### config.mk
export PLATFORM = sky130hd
export DESIGN_NAME = irc_top
export DESIGN_NICKNAME = d
export VERILOG_FILES = /design/src/rtl/irc_pkg.sv /design/src/rtl/irc_top.sv
export SDC_FILE = /design/constraint.sdc
export NUM_CORES = 1
export LEC_CHECK = 0
export BUFFER_PORTS_ARGS = -buffer_cell sky130_fd_sc_hd__buf_2
export CAP_MARGIN = 0
export CORE_UTILIZATION = 40
export CTS_CLUSTER_DIAMETER = 150
export CTS_CLUSTER_SIZE = 40
export DETAILED_ROUTE_END_ITERATION = 7
export GPL_TIMING_DRIVEN = 0
export PLACE_DENSITY = 0.57
export SYNTH_ARGS = -nofsm -noshare
export SYNTH_HDL_FRONTEND = slang
export SYNTH_SLANG_ARGS = --single-unit
### constraint.sdc
create_clock -name CLK -period 5.7 [get_ports CLK]
set_clock_uncertainty 0.05 [all_clocks]
set_input_delay 0.57 -clock CLK [delete_from_list [all_inputs] [get_ports CLK]]
set_output_delay 0.57 -clock CLK [all_outputs]
set_load 0.01 [all_outputs]
### src/rtl/irc_pkg.sv
package irc_pkg;

  // Register bus geometry.
  localparam int ADDR_W = 8;
  localparam int DATA_W = 32;

  // Register byte offsets.
  localparam logic [7:0] OFF_PORT_FN_A = 8'h00;
  localparam logic [7:0] OFF_PORT_FN_B = 8'h04;
  localparam logic [7:0] OFF_WAKE_FN = 8'h08;
  localparam logic [7:0] OFF_EDGE_SEL = 8'h0C;
  localparam logic [7:0] OFF_ENABLE_FIRST = 8'h10;
  localparam logic [7:0] OFF_ENABLE_SECOND = 8'h14;
  localparam logic [7:0] OFF_REQ_FIRST = 8'h18;
  localparam logic [7:0] OFF_REQ_SECOND = 8'h1C;
  localparam logic [7:0] OFF_WAKE_FLAGS = 8'h20;
  localparam logic [7:0] OFF_COND_CODE = 8'h24;
  localparam logic [7:0] OFF_STATUS = 8'h28;

  // Field positions and widths.
  localparam int CCR_MASK_BIT = 7;
  localparam int WAKE_EN_BIT = 15;
  localparam int INT_FIRST_LSB = 5;
  localparam int INT_IN_FIRST = 10;

  // Source counts.
  localparam int N_EXT = 5;
  localparam int N_WAKE = 8;
  localparam int N_INT = 20;

  // Vector numbers.
  localparam logic [4:0] VEC_EXT_BASE = 5'h04;
  localparam logic [4:0] VEC_WAKE = 5'h09;
  localparam logic [4:0] VEC_INT_BASE = 5'h0A;

  // Exception entry step counts, in clock states; clear guard length in instructions.
  localparam logic [2:0] STACK_STATES = 3'h4;
  localparam logic [2:0] VECTOR_STATES = 3'h2;
  localparam logic [2:0] FETCH_STATES = 3'h4;
  localparam logic [2:0] INTERNAL_STATES = 3'h4;
  localparam logic [1:0] CLEAR_GUARD_INSTR = 2'h2;

  // Reset values.
  localparam logic [7:0] CCR_RESET = 8'h80;
  localparam logic [31:0] REG_RESET = 32'h0000_0000;

  // Software register port request.
  typedef struct packed {
    logic [7:0] addr;
    logic [31:0] wdata;
    logic wr;
    logic rd;
  } irc_bus_req_t;

  // Memory request toward the core's bus during exception entry.
  typedef struct packed {
    logic wr;
    logic rd;
    logic [15:0] addr;
    logic [15:0] wdata;
  } irc_mem_req_t;

  // Exception entry sequencer states.
  typedef enum logic [2:0] {
    ST_IDLE = 3'h0,
    ST_STACK = 3'h1,
    ST_VECTOR = 3'h2,
    ST_FETCH = 3'h3,
    ST_INTERNAL = 3'h4,
    ST_LAUNCH = 3'h5
  } irc_state_t;

endpackage

### src/rtl/irc_top.sv
`timescale 1ns/100ps
`default_nettype none

// Overview of operation
// - Enabled wake pin falling edge sets flag.
// - Wake requests blocked while wake enable clear.
// - All wake sources share vector nine.
// - Edge select bit picks rising or falling.
// - Selected edge sets flag; enable gates request.
// - External pins vectors four to eight, pin0 first.
// - Twenty peripheral requests, vectors ten to twenty.
// - Highest priority pending taken, others wait.
// - Accept only while mask bit is zero.
// - Stack resume address and condition codes.
// - Acceptance sets the mask bit.
// - Fetch vector, start handler at its contents.
// - Flags clear only by writing zero.
// - Colliding request taken after clearing instruction.
// - Entry: wait, 4 stack, 2 vector, 8 more.
// - Stack word addresses force bit zero low.
// - Return loads only even byte into codes.
// - Function switch on low pin sets external flag: switch on for falling select, switch off for rising.
// - Wake function switch on low pin sets flag.
// - External and wake flag clear right after function write is ignored.
module irc_top (
  input wire logic CLK, // System clock, 250 MHz.
  input wire logic RESET_N, // Asynchronous reset, active low.
  input wire irc_pkg::irc_bus_req_t BUS, // Register port request.
  output logic [31:0] RDATA, // Read data, cycle after the read strobe.
  input wire logic [7:0] WAKE_PINS, // Wake pins, asynchronous.
  input wire logic [4:0] EXT_PINS, // External request pins, asynchronous.
  input wire logic [19:0] PERIPH_REQ, // Peripheral request pulses.
  input wire logic INSTR_END, // Core instruction boundary pulse.
  input wire logic [15:0] RESUME_PC, // Address of next instruction.
  input wire logic [15:0] STACK_PTR, // Current stack pointer.
  output irc_pkg::irc_mem_req_t MEM, // Stack write and vector read.
  input wire logic [15:0] MEM_RDATA, // Read data, cycle after MEM.rd.
  output logic HANDLER_GO, // Pulse: core starts at HANDLER_PC.
  output logic [15:0] HANDLER_PC, // Handler start address.
  output logic [15:0] STACK_PTR_NEW, // Stack pointer after stacking.
  output logic ENTRY_BUSY, // Exception entry in progress.
  input wire logic EXC_RETURN, // Exception return pulse.
  input wire logic [15:0] RETURN_CCR_WORD, // Stacked code word popped.
  output logic MASK_BIT // Global mask bit of the condition codes.
);

  // Clear-mask helper: software writes 0 to clear, hardware set wins.
  function automatic logic [19:0] flag_update(input logic [19:0] old_val,
                                              input logic [19:0] set_val,
                                              input logic clr_en,
                                              input logic [19:0] wdata);
    logic [19:0] res;
    res = old_val;
    if (clr_en) begin
      res = old_val & wdata;
    end
    flag_update = res | set_val;
  endfunction

  // Vector number of a peripheral source index.
  function automatic logic [4:0] int_vector(input int idx);
    int_vector = irc_pkg::VEC_INT_BASE + 5'((idx + 1) >> 1);
  endfunction

  // Register write and read hit helper.
  function automatic logic hit(input logic strobe, input logic [7:0] a,
                               input logic [7:0] off);
    hit = strobe && (a == off);
  endfunction

  logic [7:0] wake_s1_reg;
  logic [7:0] wake_s2_reg;
  logic [7:0] wake_prev_reg;
  logic [4:0] ext_s1_reg;
  logic [4:0] ext_s2_reg;
  logic [4:0] ext_prev_reg;
  logic [7:0] port_fn_a_reg;
  logic [7:0] port_fn_b_reg;
  logic [7:0] wake_fn_reg;
  logic [7:0] wake_fn_prev_reg;
  logic [4:0] ext_fn_prev_reg;
  logic [4:0] edge_sel_reg;
  logic [4:0] ext_en_reg;
  logic wake_en_reg;
  logic [19:0] int_en_reg;
  logic [4:0] ext_flags_reg;
  logic [7:0] wake_flags_reg;
  logic [19:0] int_flags_reg;
  logic [7:0] ccr_reg;
  logic [1:0] guard_reg;
  logic [31:0] rdata_reg;
  irc_pkg::irc_state_t state_reg;
  irc_pkg::irc_state_t state_next;
  logic [2:0] cnt_reg;
  logic [2:0] cnt_next;
  logic [4:0] vec_reg;
  logic [15:0] pc_save_reg;
  logic [15:0] sp_base_reg;
  logic [7:0] ccr_save_reg;
  logic [15:0] handler_pc_reg;
  irc_pkg::irc_mem_req_t mem_reg;
  irc_pkg::irc_mem_req_t mem_next;

  logic [4:0] ext_fn;
  logic [4:0] ext_rise;
  logic [4:0] ext_fall;
  logic [4:0] ext_set;
  logic [7:0] wake_set;
  logic clear_ok;
  logic [4:0] ext_pend;
  logic wake_pend;
  logic [19:0] int_pend;
  logic any_pend;
  logic [4:0] sel_vec;
  logic accept;

  // Two-stage synchronisers, then one edge stage; idle high, so no false edge.
  always_ff @(posedge CLK or negedge RESET_N) begin
    if (!RESET_N) begin
      wake_s1_reg <= 8'hFF;
      wake_s2_reg <= 8'hFF;
      wake_prev_reg <= 8'hFF;
      ext_s1_reg <= 5'h1F;
      ext_s2_reg <= 5'h1F;
      ext_prev_reg <= 5'h1F;
    end else begin
      wake_s1_reg <= WAKE_PINS;
      wake_s2_reg <= wake_s1_reg;
      wake_prev_reg <= wake_s2_reg;
      ext_s1_reg <= EXT_PINS;
      ext_s2_reg <= ext_s1_reg;
      ext_prev_reg <= ext_s2_reg;
    end
  end

  // Pin function bits: pins 1 to 3 in register a, pins 0 and 4 in b.
  assign ext_fn = {port_fn_b_reg[4], port_fn_a_reg[3:1], port_fn_b_reg[0]};

  // Edge detection and function switch events.
  assign ext_rise = ~ext_prev_reg & ext_s2_reg;
  assign ext_fall = ext_prev_reg & ~ext_s2_reg;
  assign ext_set = (ext_fn & ((edge_sel_reg & ext_rise) | (~edge_sel_reg & ext_fall)))
                 | (~ext_fn_prev_reg & ext_fn & ~ext_s2_reg & ~edge_sel_reg)
                 | (ext_fn_prev_reg & ~ext_fn & ~ext_s2_reg & edge_sel_reg);
  assign wake_set = (wake_fn_reg & wake_prev_reg & ~wake_s2_reg)
                  | (~wake_fn_prev_reg & wake_fn_reg & ~wake_s2_reg);

  // Configuration registers written by software.
  always_ff @(posedge CLK or negedge RESET_N) begin
    if (!RESET_N) begin
      port_fn_a_reg <= 8'h00;
      port_fn_b_reg <= 8'h00;
      wake_fn_reg <= 8'h00;
      edge_sel_reg <= 5'h00;
      ext_en_reg <= 5'h00;
      wake_en_reg <= 1'b0;
      int_en_reg <= 20'h0_0000;
    end else begin
      if (hit(BUS.wr, BUS.addr, irc_pkg::OFF_PORT_FN_A)) begin
        port_fn_a_reg <= BUS.wdata[7:0];
      end
      if (hit(BUS.wr, BUS.addr, irc_pkg::OFF_PORT_FN_B)) begin
        port_fn_b_reg <= BUS.wdata[7:0];
      end
      if (hit(BUS.wr, BUS.addr, irc_pkg::OFF_WAKE_FN)) begin
        wake_fn_reg <= BUS.wdata[7:0];
      end
      if (hit(BUS.wr, BUS.addr, irc_pkg::OFF_EDGE_SEL)) begin
        edge_sel_reg <= BUS.wdata[4:0];
      end
      if (hit(BUS.wr, BUS.addr, irc_pkg::OFF_ENABLE_FIRST)) begin
        ext_en_reg <= BUS.wdata[4:0];
        int_en_reg[9:0] <= BUS.wdata[14:5];
        wake_en_reg <= BUS.wdata[irc_pkg::WAKE_EN_BIT];
      end
      if (hit(BUS.wr, BUS.addr, irc_pkg::OFF_ENABLE_SECOND)) begin
        int_en_reg[19:10] <= BUS.wdata[9:0];
      end
    end
  end

  // Previous function bits, for switch detection.
  always_ff @(posedge CLK or negedge RESET_N) begin
    if (!RESET_N) begin
      ext_fn_prev_reg <= 5'h00;
      wake_fn_prev_reg <= 8'h00;
    end else begin
      ext_fn_prev_reg <= ext_fn;
      wake_fn_prev_reg <= wake_fn_reg;
    end
  end

  // Clear guard: a function write blocks external and wake flag clears until two instruction ends.
  always_ff @(posedge CLK or negedge RESET_N) begin
    if (!RESET_N) begin
      guard_reg <= 2'h0;
    end else if (hit(BUS.wr, BUS.addr, irc_pkg::OFF_PORT_FN_A) ||
                 hit(BUS.wr, BUS.addr, irc_pkg::OFF_PORT_FN_B) ||
                 hit(BUS.wr, BUS.addr, irc_pkg::OFF_WAKE_FN)) begin
      guard_reg <= irc_pkg::CLEAR_GUARD_INSTR;
    end else if (INSTR_END && guard_reg != 2'h0) begin
      guard_reg <= guard_reg - 2'h1;
    end
  end
  assign clear_ok = (guard_reg == 2'h0);

  // Request flags; flags are never cleared by acceptance.
  always_ff @(posedge CLK or negedge RESET_N) begin
    if (!RESET_N) begin
      ext_flags_reg <= 5'h00;
      wake_flags_reg <= 8'h00;
      int_flags_reg <= 20'h0_0000;
    end else begin
      ext_flags_reg <= 5'(flag_update(20'(ext_flags_reg), 20'(ext_set),
          hit(BUS.wr, BUS.addr, irc_pkg::OFF_REQ_FIRST) && clear_ok, 20'(BUS.wdata[4:0])));
      wake_flags_reg <= 8'(flag_update(20'(wake_flags_reg), 20'(wake_set),
          hit(BUS.wr, BUS.addr, irc_pkg::OFF_WAKE_FLAGS) && clear_ok, 20'(BUS.wdata[7:0])));
      int_flags_reg[9:0] <= 10'(flag_update(20'(int_flags_reg[9:0]), 20'(PERIPH_REQ[9:0]),
          hit(BUS.wr, BUS.addr, irc_pkg::OFF_REQ_FIRST), 20'(BUS.wdata[14:5])));
      int_flags_reg[19:10] <= 10'(flag_update(20'(int_flags_reg[19:10]),
          20'(PERIPH_REQ[19:10]),
          hit(BUS.wr, BUS.addr, irc_pkg::OFF_REQ_SECOND), 20'(BUS.wdata[9:0])));
    end
  end

  // Pending requests gated by their enables.
  assign ext_pend = ext_flags_reg & ext_en_reg;
  assign wake_pend = wake_en_reg && (wake_flags_reg != 8'h00);
  assign int_pend = int_flags_reg & int_en_reg;
  assign any_pend = (ext_pend != 5'h00) || wake_pend || (int_pend != 20'h0_0000);

  // Priority pick: external pins from pin 0 first, then wake, then peripherals.
  always_comb begin
    sel_vec = 5'h00;
    for (int i = irc_pkg::N_INT - 1; i >= 0; i--) begin
      if (int_pend[i]) begin
        sel_vec = int_vector(i);
      end
    end
    if (wake_pend) begin
      sel_vec = irc_pkg::VEC_WAKE;
    end
    for (int i = irc_pkg::N_EXT - 1; i >= 0; i--) begin
      if (ext_pend[i]) begin
        sel_vec = irc_pkg::VEC_EXT_BASE + 5'(i);
      end
    end
  end

  // Acceptance at an instruction boundary while unmasked.
  assign accept = (state_reg == irc_pkg::ST_IDLE) && INSTR_END && any_pend &&
                  !ccr_reg[irc_pkg::CCR_MASK_BIT];

  // Condition codes: acceptance masks, return reloads the even byte.
  always_ff @(posedge CLK or negedge RESET_N) begin
    if (!RESET_N) begin
      ccr_reg <= irc_pkg::CCR_RESET;
    end else if (accept) begin
      ccr_reg[irc_pkg::CCR_MASK_BIT] <= 1'b1;
    end else if (EXC_RETURN) begin
      ccr_reg <= RETURN_CCR_WORD[15:8];
    end else if (hit(BUS.wr, BUS.addr, irc_pkg::OFF_COND_CODE)) begin
      ccr_reg <= BUS.wdata[7:0];
    end
  end

  // Sequencer next state: stack, vector, fetch, internal, launch.
  always_comb begin
    state_next = state_reg;
    cnt_next = cnt_reg + 3'h1;
    case (state_reg)
      irc_pkg::ST_IDLE: begin
        cnt_next = 3'h0;
        if (accept) begin
          state_next = irc_pkg::ST_STACK;
        end
      end
      irc_pkg::ST_STACK: begin
        if (cnt_reg == irc_pkg::STACK_STATES - 3'h1) begin
          state_next = irc_pkg::ST_VECTOR;
          cnt_next = 3'h0;
        end
      end
      irc_pkg::ST_VECTOR: begin
        if (cnt_reg == irc_pkg::VECTOR_STATES - 3'h1) begin
          state_next = irc_pkg::ST_FETCH;
          cnt_next = 3'h0;
        end
      end
      irc_pkg::ST_FETCH: begin
        if (cnt_reg == irc_pkg::FETCH_STATES - 3'h1) begin
          state_next = irc_pkg::ST_INTERNAL;
          cnt_next = 3'h0;
        end
      end
      irc_pkg::ST_INTERNAL: begin
        if (cnt_reg == irc_pkg::INTERNAL_STATES - 3'h1) begin
          state_next = irc_pkg::ST_LAUNCH;
          cnt_next = 3'h0;
        end
      end
      irc_pkg::ST_LAUNCH: begin
        state_next = irc_pkg::ST_IDLE;
        cnt_next = 3'h0;
      end
      default: begin
        state_next = irc_pkg::ST_IDLE;
        cnt_next = 3'h0;
      end
    endcase
  end

  // Memory request for the coming state, registered onto MEM.
  always_comb begin
    mem_next = '0;
    if (state_next == irc_pkg::ST_STACK && cnt_next == 3'h0) begin
      mem_next.wr = 1'b1;
      mem_next.addr = (accept ? {STACK_PTR[15:1], 1'b0} : sp_base_reg) - 16'h0002;
      mem_next.wdata = accept ? RESUME_PC : pc_save_reg;
    end else if (state_next == irc_pkg::ST_STACK && cnt_next == 3'h2) begin
      mem_next.wr = 1'b1;
      mem_next.addr = sp_base_reg - 16'h0004;
      mem_next.wdata = {ccr_save_reg, ccr_save_reg};
    end else if (state_next == irc_pkg::ST_VECTOR && cnt_next == 3'h0) begin
      mem_next.rd = 1'b1;
      mem_next.addr = {10'h000, vec_reg, 1'b0};
    end
  end

  // Sequencer registers and captured context.
  always_ff @(posedge CLK or negedge RESET_N) begin
    if (!RESET_N) begin
      state_reg <= irc_pkg::ST_IDLE;
      cnt_reg <= 3'h0;
      mem_reg <= '0;
      vec_reg <= 5'h00;
      pc_save_reg <= 16'h0000;
      sp_base_reg <= 16'h0000;
      ccr_save_reg <= 8'h00;
      handler_pc_reg <= 16'h0000;
    end else begin
      state_reg <= state_next;
      cnt_reg <= cnt_next;
      mem_reg <= mem_next;
      if (accept) begin
        vec_reg <= sel_vec;
        pc_save_reg <= RESUME_PC;
        sp_base_reg <= {STACK_PTR[15:1], 1'b0};
        ccr_save_reg <= ccr_reg;
      end
      if (state_reg == irc_pkg::ST_VECTOR && cnt_reg == 3'h1) begin
        handler_pc_reg <= MEM_RDATA;
      end
    end
  end

  // Register read port, data valid only in the cycle after the strobe.
  always_ff @(posedge CLK or negedge RESET_N) begin
    if (!RESET_N) begin
      rdata_reg <= irc_pkg::REG_RESET;
    end else if (BUS.rd) begin
      case (BUS.addr)
        irc_pkg::OFF_PORT_FN_A: rdata_reg <= {24'h00_0000, port_fn_a_reg};
        irc_pkg::OFF_PORT_FN_B: rdata_reg <= {24'h00_0000, port_fn_b_reg};
        irc_pkg::OFF_WAKE_FN: rdata_reg <= {24'h00_0000, wake_fn_reg};
        irc_pkg::OFF_EDGE_SEL: rdata_reg <= {27'h000_0000, edge_sel_reg};
        irc_pkg::OFF_ENABLE_FIRST: begin
          rdata_reg <= {16'h0000, wake_en_reg, int_en_reg[9:0], ext_en_reg};
        end
        irc_pkg::OFF_ENABLE_SECOND: rdata_reg <= {22'h00_0000, int_en_reg[19:10]};
        irc_pkg::OFF_REQ_FIRST: begin
          rdata_reg <= {17'h0_0000, int_flags_reg[9:0], ext_flags_reg};
        end
        irc_pkg::OFF_REQ_SECOND: rdata_reg <= {22'h00_0000, int_flags_reg[19:10]};
        irc_pkg::OFF_WAKE_FLAGS: rdata_reg <= {24'h00_0000, wake_flags_reg};
        irc_pkg::OFF_COND_CODE: rdata_reg <= {24'h00_0000, ccr_reg};
        irc_pkg::OFF_STATUS: begin
          rdata_reg <= {20'h0_0000, any_pend, vec_reg, 3'h0, state_reg};
        end
        default: rdata_reg <= irc_pkg::REG_RESET;
      endcase
    end else begin
      rdata_reg <= irc_pkg::REG_RESET;
    end
  end

  // Outputs.
  assign RDATA = rdata_reg;
  assign MEM = mem_reg;
  assign HANDLER_GO = (state_reg == irc_pkg::ST_LAUNCH);
  assign HANDLER_PC = handler_pc_reg;
  assign STACK_PTR_NEW = sp_base_reg - 16'h0004;
  assign ENTRY_BUSY = (state_reg != irc_pkg::ST_IDLE);
  assign MASK_BIT = ccr_reg[irc_pkg::CCR_MASK_BIT];

endmodule

`default_nettype wire

### After elaboration in Yosys (flattened, before gate mapping)

Cells that the tools add are included.

| word-level totals | value |
|---|---|
| word-level logic and storage cells | 191 |
| input bits | 143 |
| bits in registers | 283 |

| operators by class | value |
|---|---|
| multiplexer cells | 56 |
| bitwise operators | 37 |
| add/subtract/negate cells | 4 |
| equality and inequality tests | 20 |
| reduce and logical (&&, ||, !) cells | 40 |

Operators by type and width:

| cell | count |
|---|---|
| $pmux W16 S11 | 1 |
| $mux W5 | 27 |
| $and A5 B5 Y5 | 13 |
| $mux W16 | 4 |
| $mux W32 | 2 |
| $and A8 B8 Y8 | 5 |
| $eq A8 B5 Y1 const B | 4 |
| $not A5 Y5 | 5 |
| $eq A8 B6 Y1 const B | 3 |
| $mux W8 | 3 |
| $logic_and A1 B1 Y1 | 21 |
| $mux W3 | 7 |
| $and A10 B10 Y10 | 2 |
| $and A20 B20 Y20 | 1 |
| $mux W10 | 2 |
| $or A10 B10 Y10 | 2 |
| $or A5 B5 Y5 | 4 |
| $reduce_bool A20 Y1 | 1 |
| $mux W17 | 1 |
| $eq A8 B4 Y1 const B | 2 |
| $not A8 Y8 | 2 |
| $or A8 B8 Y8 | 2 |
| $sub A16 B2 Y16 const B | 1 |
| $sub A16 B3 Y16 const B | 1 |
| other kinds (22) | 41 |

### Logic depth before layout (Yosys ltp)

| logic depth | value |
|---|---|
| depth in word-level cells | 27 |
| mapped depth | 17 |

### Worst setup path before layout

OpenSTA, ideal clock, no wires.

| path | value |
|---|---|
| path kind | register to register |
| from | reg state_reg[1] |
| to | reg mem_reg, in the netlist MEM[31] |
| path buffers | 2 |
| arrival | 3.978 ns |
| clock period less this slack | 4.165 ns |
| path slack | 1.535 ns |
| stages on the path, launching flop included | 17 |
| cell sequence | dfrtp_1 -> or3_1 -> nor3b_1 -> inv_1 -> a31oi_4 -> clkbuf_1 -> clkbuf_1 -> nor2_1 -> a21oi_1 -> ha_1 -> or4b_2 -> nor4_1 -> nand2_1 -> xor2_1 -> nor2_1 -> a21oi_1 -> a21oi_1 |

RTL lines:

| what | RTL line | RTL |
|---|---|---|
| start, declared | irc_top.sv:92 | `irc_pkg::irc_state_t state_reg;` |
| start signal, assigned | irc_top.sv:333 | `state_reg <= irc_pkg::ST_IDLE;` |
| start signal, assigned | irc_top.sv:342 | `state_reg <= state_next;` |
| end signal, assigned | irc_top.sv:344 | `mem_reg <= mem_next;` |
| end, declared | irc_top.sv:101 | `irc_pkg::irc_mem_req_t mem_reg;` |

==> metrics.yaml <==
ant_nets: 0
hold_path_depth: 1
gr-total-overflow: 0
ys_warn_count: 0
worst_hold_slack_ns: 0.0938
yosys-top-cells-area: "dfrtp_1 (49%), mux2_2 (10%), dfstp_2 (9.0%)"
coreArea_um2: 28700
hold_viol: 0
rr_endpoint: "MEM[31]$_DFF_PN0_"
antenna_found_initial: 1
cts_tree: "built"
cp_slowest_stage_delay_ns: 0.68
post-cts-setup-buffers: 0
first_iter_violations: 541
dp_hpwl_um: 22600
hp-start: "EXT_PINS[4]"
ys_ff_latch: 267
cp.arrival_ns: 5.52
synth_edf_count: 0
worstSetupPathType: "reg -> reg"
cts_sinks: 267
ys_seq_area_frac: 0.577
via_per_inst: 5.23
nets: 1392
portBuffers: 196
outcome: "completed"
placedInstanceArea_um2: 13200
routed_wl_um: 31000
clk_pin_slew_ns: 0.15
grt_start_max_net_pins: 116
syn_area_um2: 11700
row_count: 62
pin_count: 244
rsz0062_at_grt: "false"
fmax_ghz: 0.192
firstDrtPassIters: 6
fp.dieArea_um2: 29800
critPathMaxFanout: 16
post-route-drc-count: 0
period_minus_slack_ns: 5.20
gp_congestion: 0.871
clockBufferDepth: 3
fin_area_um2: 13600
yosysUniqueCellTypes: 63
num_vias: 8533
htreeDepth: 1
worstSetupEndpointType: "register"
post_drt_wl_per_cell_um: 19.0
leakagePower_uw: 0.00613
grt_pass1_vias: 8464
r2r-start: "state_reg[1]$_DFF_PN0_"
slew_viol_final: 0
synth_most_common_cell: "dfrtp_1"
die_h_um: 173
reg2regPathDepth: 15
fin_crit_sh: 0.913
synth_largest_area_cell: "dfrtp_1"
largest_reg_flops: 34
hold_end: "ext_s1_reg[4]$_DFF_PN1_"
die_w_um: 173
startpoint_type: "register"
worst_pin_slew_ns: 1.17
peakVddDrop_mv: 0.237
synth-main-ff-cell: "dfrtp_1"
cp_data_required_time_ns: 6.02
cap_violations: 0
clock-root-buffer: "clkbuf_16"
synth_cells: 1017
path_common_cell: "a21oi_1"
slew_headroom: 0.216
numCtsBuffers: 10
area_growth_pct: 16.3
setup_viol: 0
grt_pass1_wl_um: 48900
syn_area_per_cell_um2: 11.5
layout-drive-gt1-share: 0.315
clock_latency_ns: 0.49
path_cells: "or3_1 > nor3b_1 > inv_1 > a31oi_4 > clkbuf_1 > nor2_1 > a21oi_1 > ha_1 > or4b_2 > nor4_2 > nand2_1 > xor2_1 > nor2_1 > a21oi_1 > a21oi_1"
rrSetupSlack_ns: 0.50
synth_top_area_frac: 0.487
hold_path_class: "in -> reg"
initial_utilization: 0.406
synthArstFlopShare: 1.00
p_per_area_nw_per_um2: 376
grt_use_total: 0.209
synth_common_cells: "dfrtp_1 (227), mux2_2 (108), nand2_1 (100)"
cpMaxStageDelayCell: "or4b_2"
## through the flow
stage	power [uW]	worst slack, ns	util	std cells	TNS [ns]
2_1_floorplan	3550	1.53	-	1032	0
3_3_place_gp	4160	-0.989	0.459	1612	-220.05
3_5_place_dp	4200	-0.00625	0.461	1614	-0.00625
4_1_cts	5150	0.198	0.473	1631	0
5_1_grt	5430	0.127	0.473	1631	0
6_report	5100	0.495	0.473	1631	0
## worst max-delay path: cells and delay by family (launching register included)
family / cells / cell delay [ns]
adders and majority gates: 1 / 0.25
AOI/OAI and AO/OA: 4 / 1.00
DFF: 1 / 0.52
xor gates and xnor gates: 1 / 0.15
and+or+nand+nor: 7 / 2.42
buffers and inverters: 2 / 0.68
## metal layers
layer	GRT usage	wire (um)	vias to the layer above
met5	0	0	-
met4	0.0608	765	0
met3	0.0264	1580	38
met2	0.336	14400	264
met1	0.296	14300	4214
li1	-	-	4017
## worst max-delay path by stage
stage | start | to | slack (ns) | depth (start not counted)
global placement | RESET_N | RDATA[13]$_DFF_PN0_ | -0.99 | 1
finish | state_reg[1]$_DFF_PN0_ | MEM[31]$_DFF_PN0_ | 0.50 | 15
detailed placement | state_reg[1]$_DFF_PN0_ | MEM[31]$_DFF_PN0_ | -0.006 | 16
global route | state_reg[1]$_DFF_PN0_ | MEM[29]$_DFF_PN0_ | 0.13 | 15
CTS | state_reg[1]$_DFF_PN0_ | MEM[31]$_DFF_PN0_ | 0.20 | 16
floorplan | state_reg[1]$_DFF_PN0_ | MEM[31]$_DFF_PN0_ | 1.53 | 16
## where the power goes
group | internal, uW | leakage (uW) | switching (uW) | total (uW)
clock network | 366 | 0.000147 | 582 | 948
registers | 2240 | 0.00325 | 208 | 2450
logic | 711 | 0.00273 | 987 | 1700
total | 3320 | 0.00613 | 1780 | 5100
## layout by cell type, fill, tap and decap left out, types with 17 or more instances in the layout
master    Yosys  final
dfrtp_1     227    227
nor2_1       84     84
dfstp_2      40     40
mux2_2      108    108
buf_4        19     19
nand2b_1     35     35
xor2_1       17     17
clkbuf_1     41     44
o21ai_0      65     65
nand2_1     100    100
a21oi_1      36     36
buf_2         2    197
a22oi_1      26     26
## cell families after synthesis
kind of cell               after synthesis  synth area share
AOI/OAI and AO/OA                      206             0.117
xor gates and xnor gates                31            0.0233
adders and majority gates                7           0.00751
buffers and inverters                   81            0.0324
DFF                                    267             0.577
muxes                                  119             0.114
other                                    1          0.000322
and+or+nand+nor                        305             0.128
## final cells by class
type	count	area, um2
Multi-Input combinational cell	684	4620
Sequential cell	267	6730
Timing Repair Buffer	199	1060
Inverter	17	63.8
Tap cell	384	480
Clock buffer	15	290
Fill cell	2782	15100
Clock inverter	1	16.3
Antenna cell	1	2.50
Buffer	63	310
## repair_timing
action                                  CTS  global route
endpoints found under the setup margin    2             2
gates resized for setup                   1             0
endpoints found under the hold margin    58             0
hold buffers                              1             0
gates cloned                              0             0
Power figures use the tool's default switching activity.
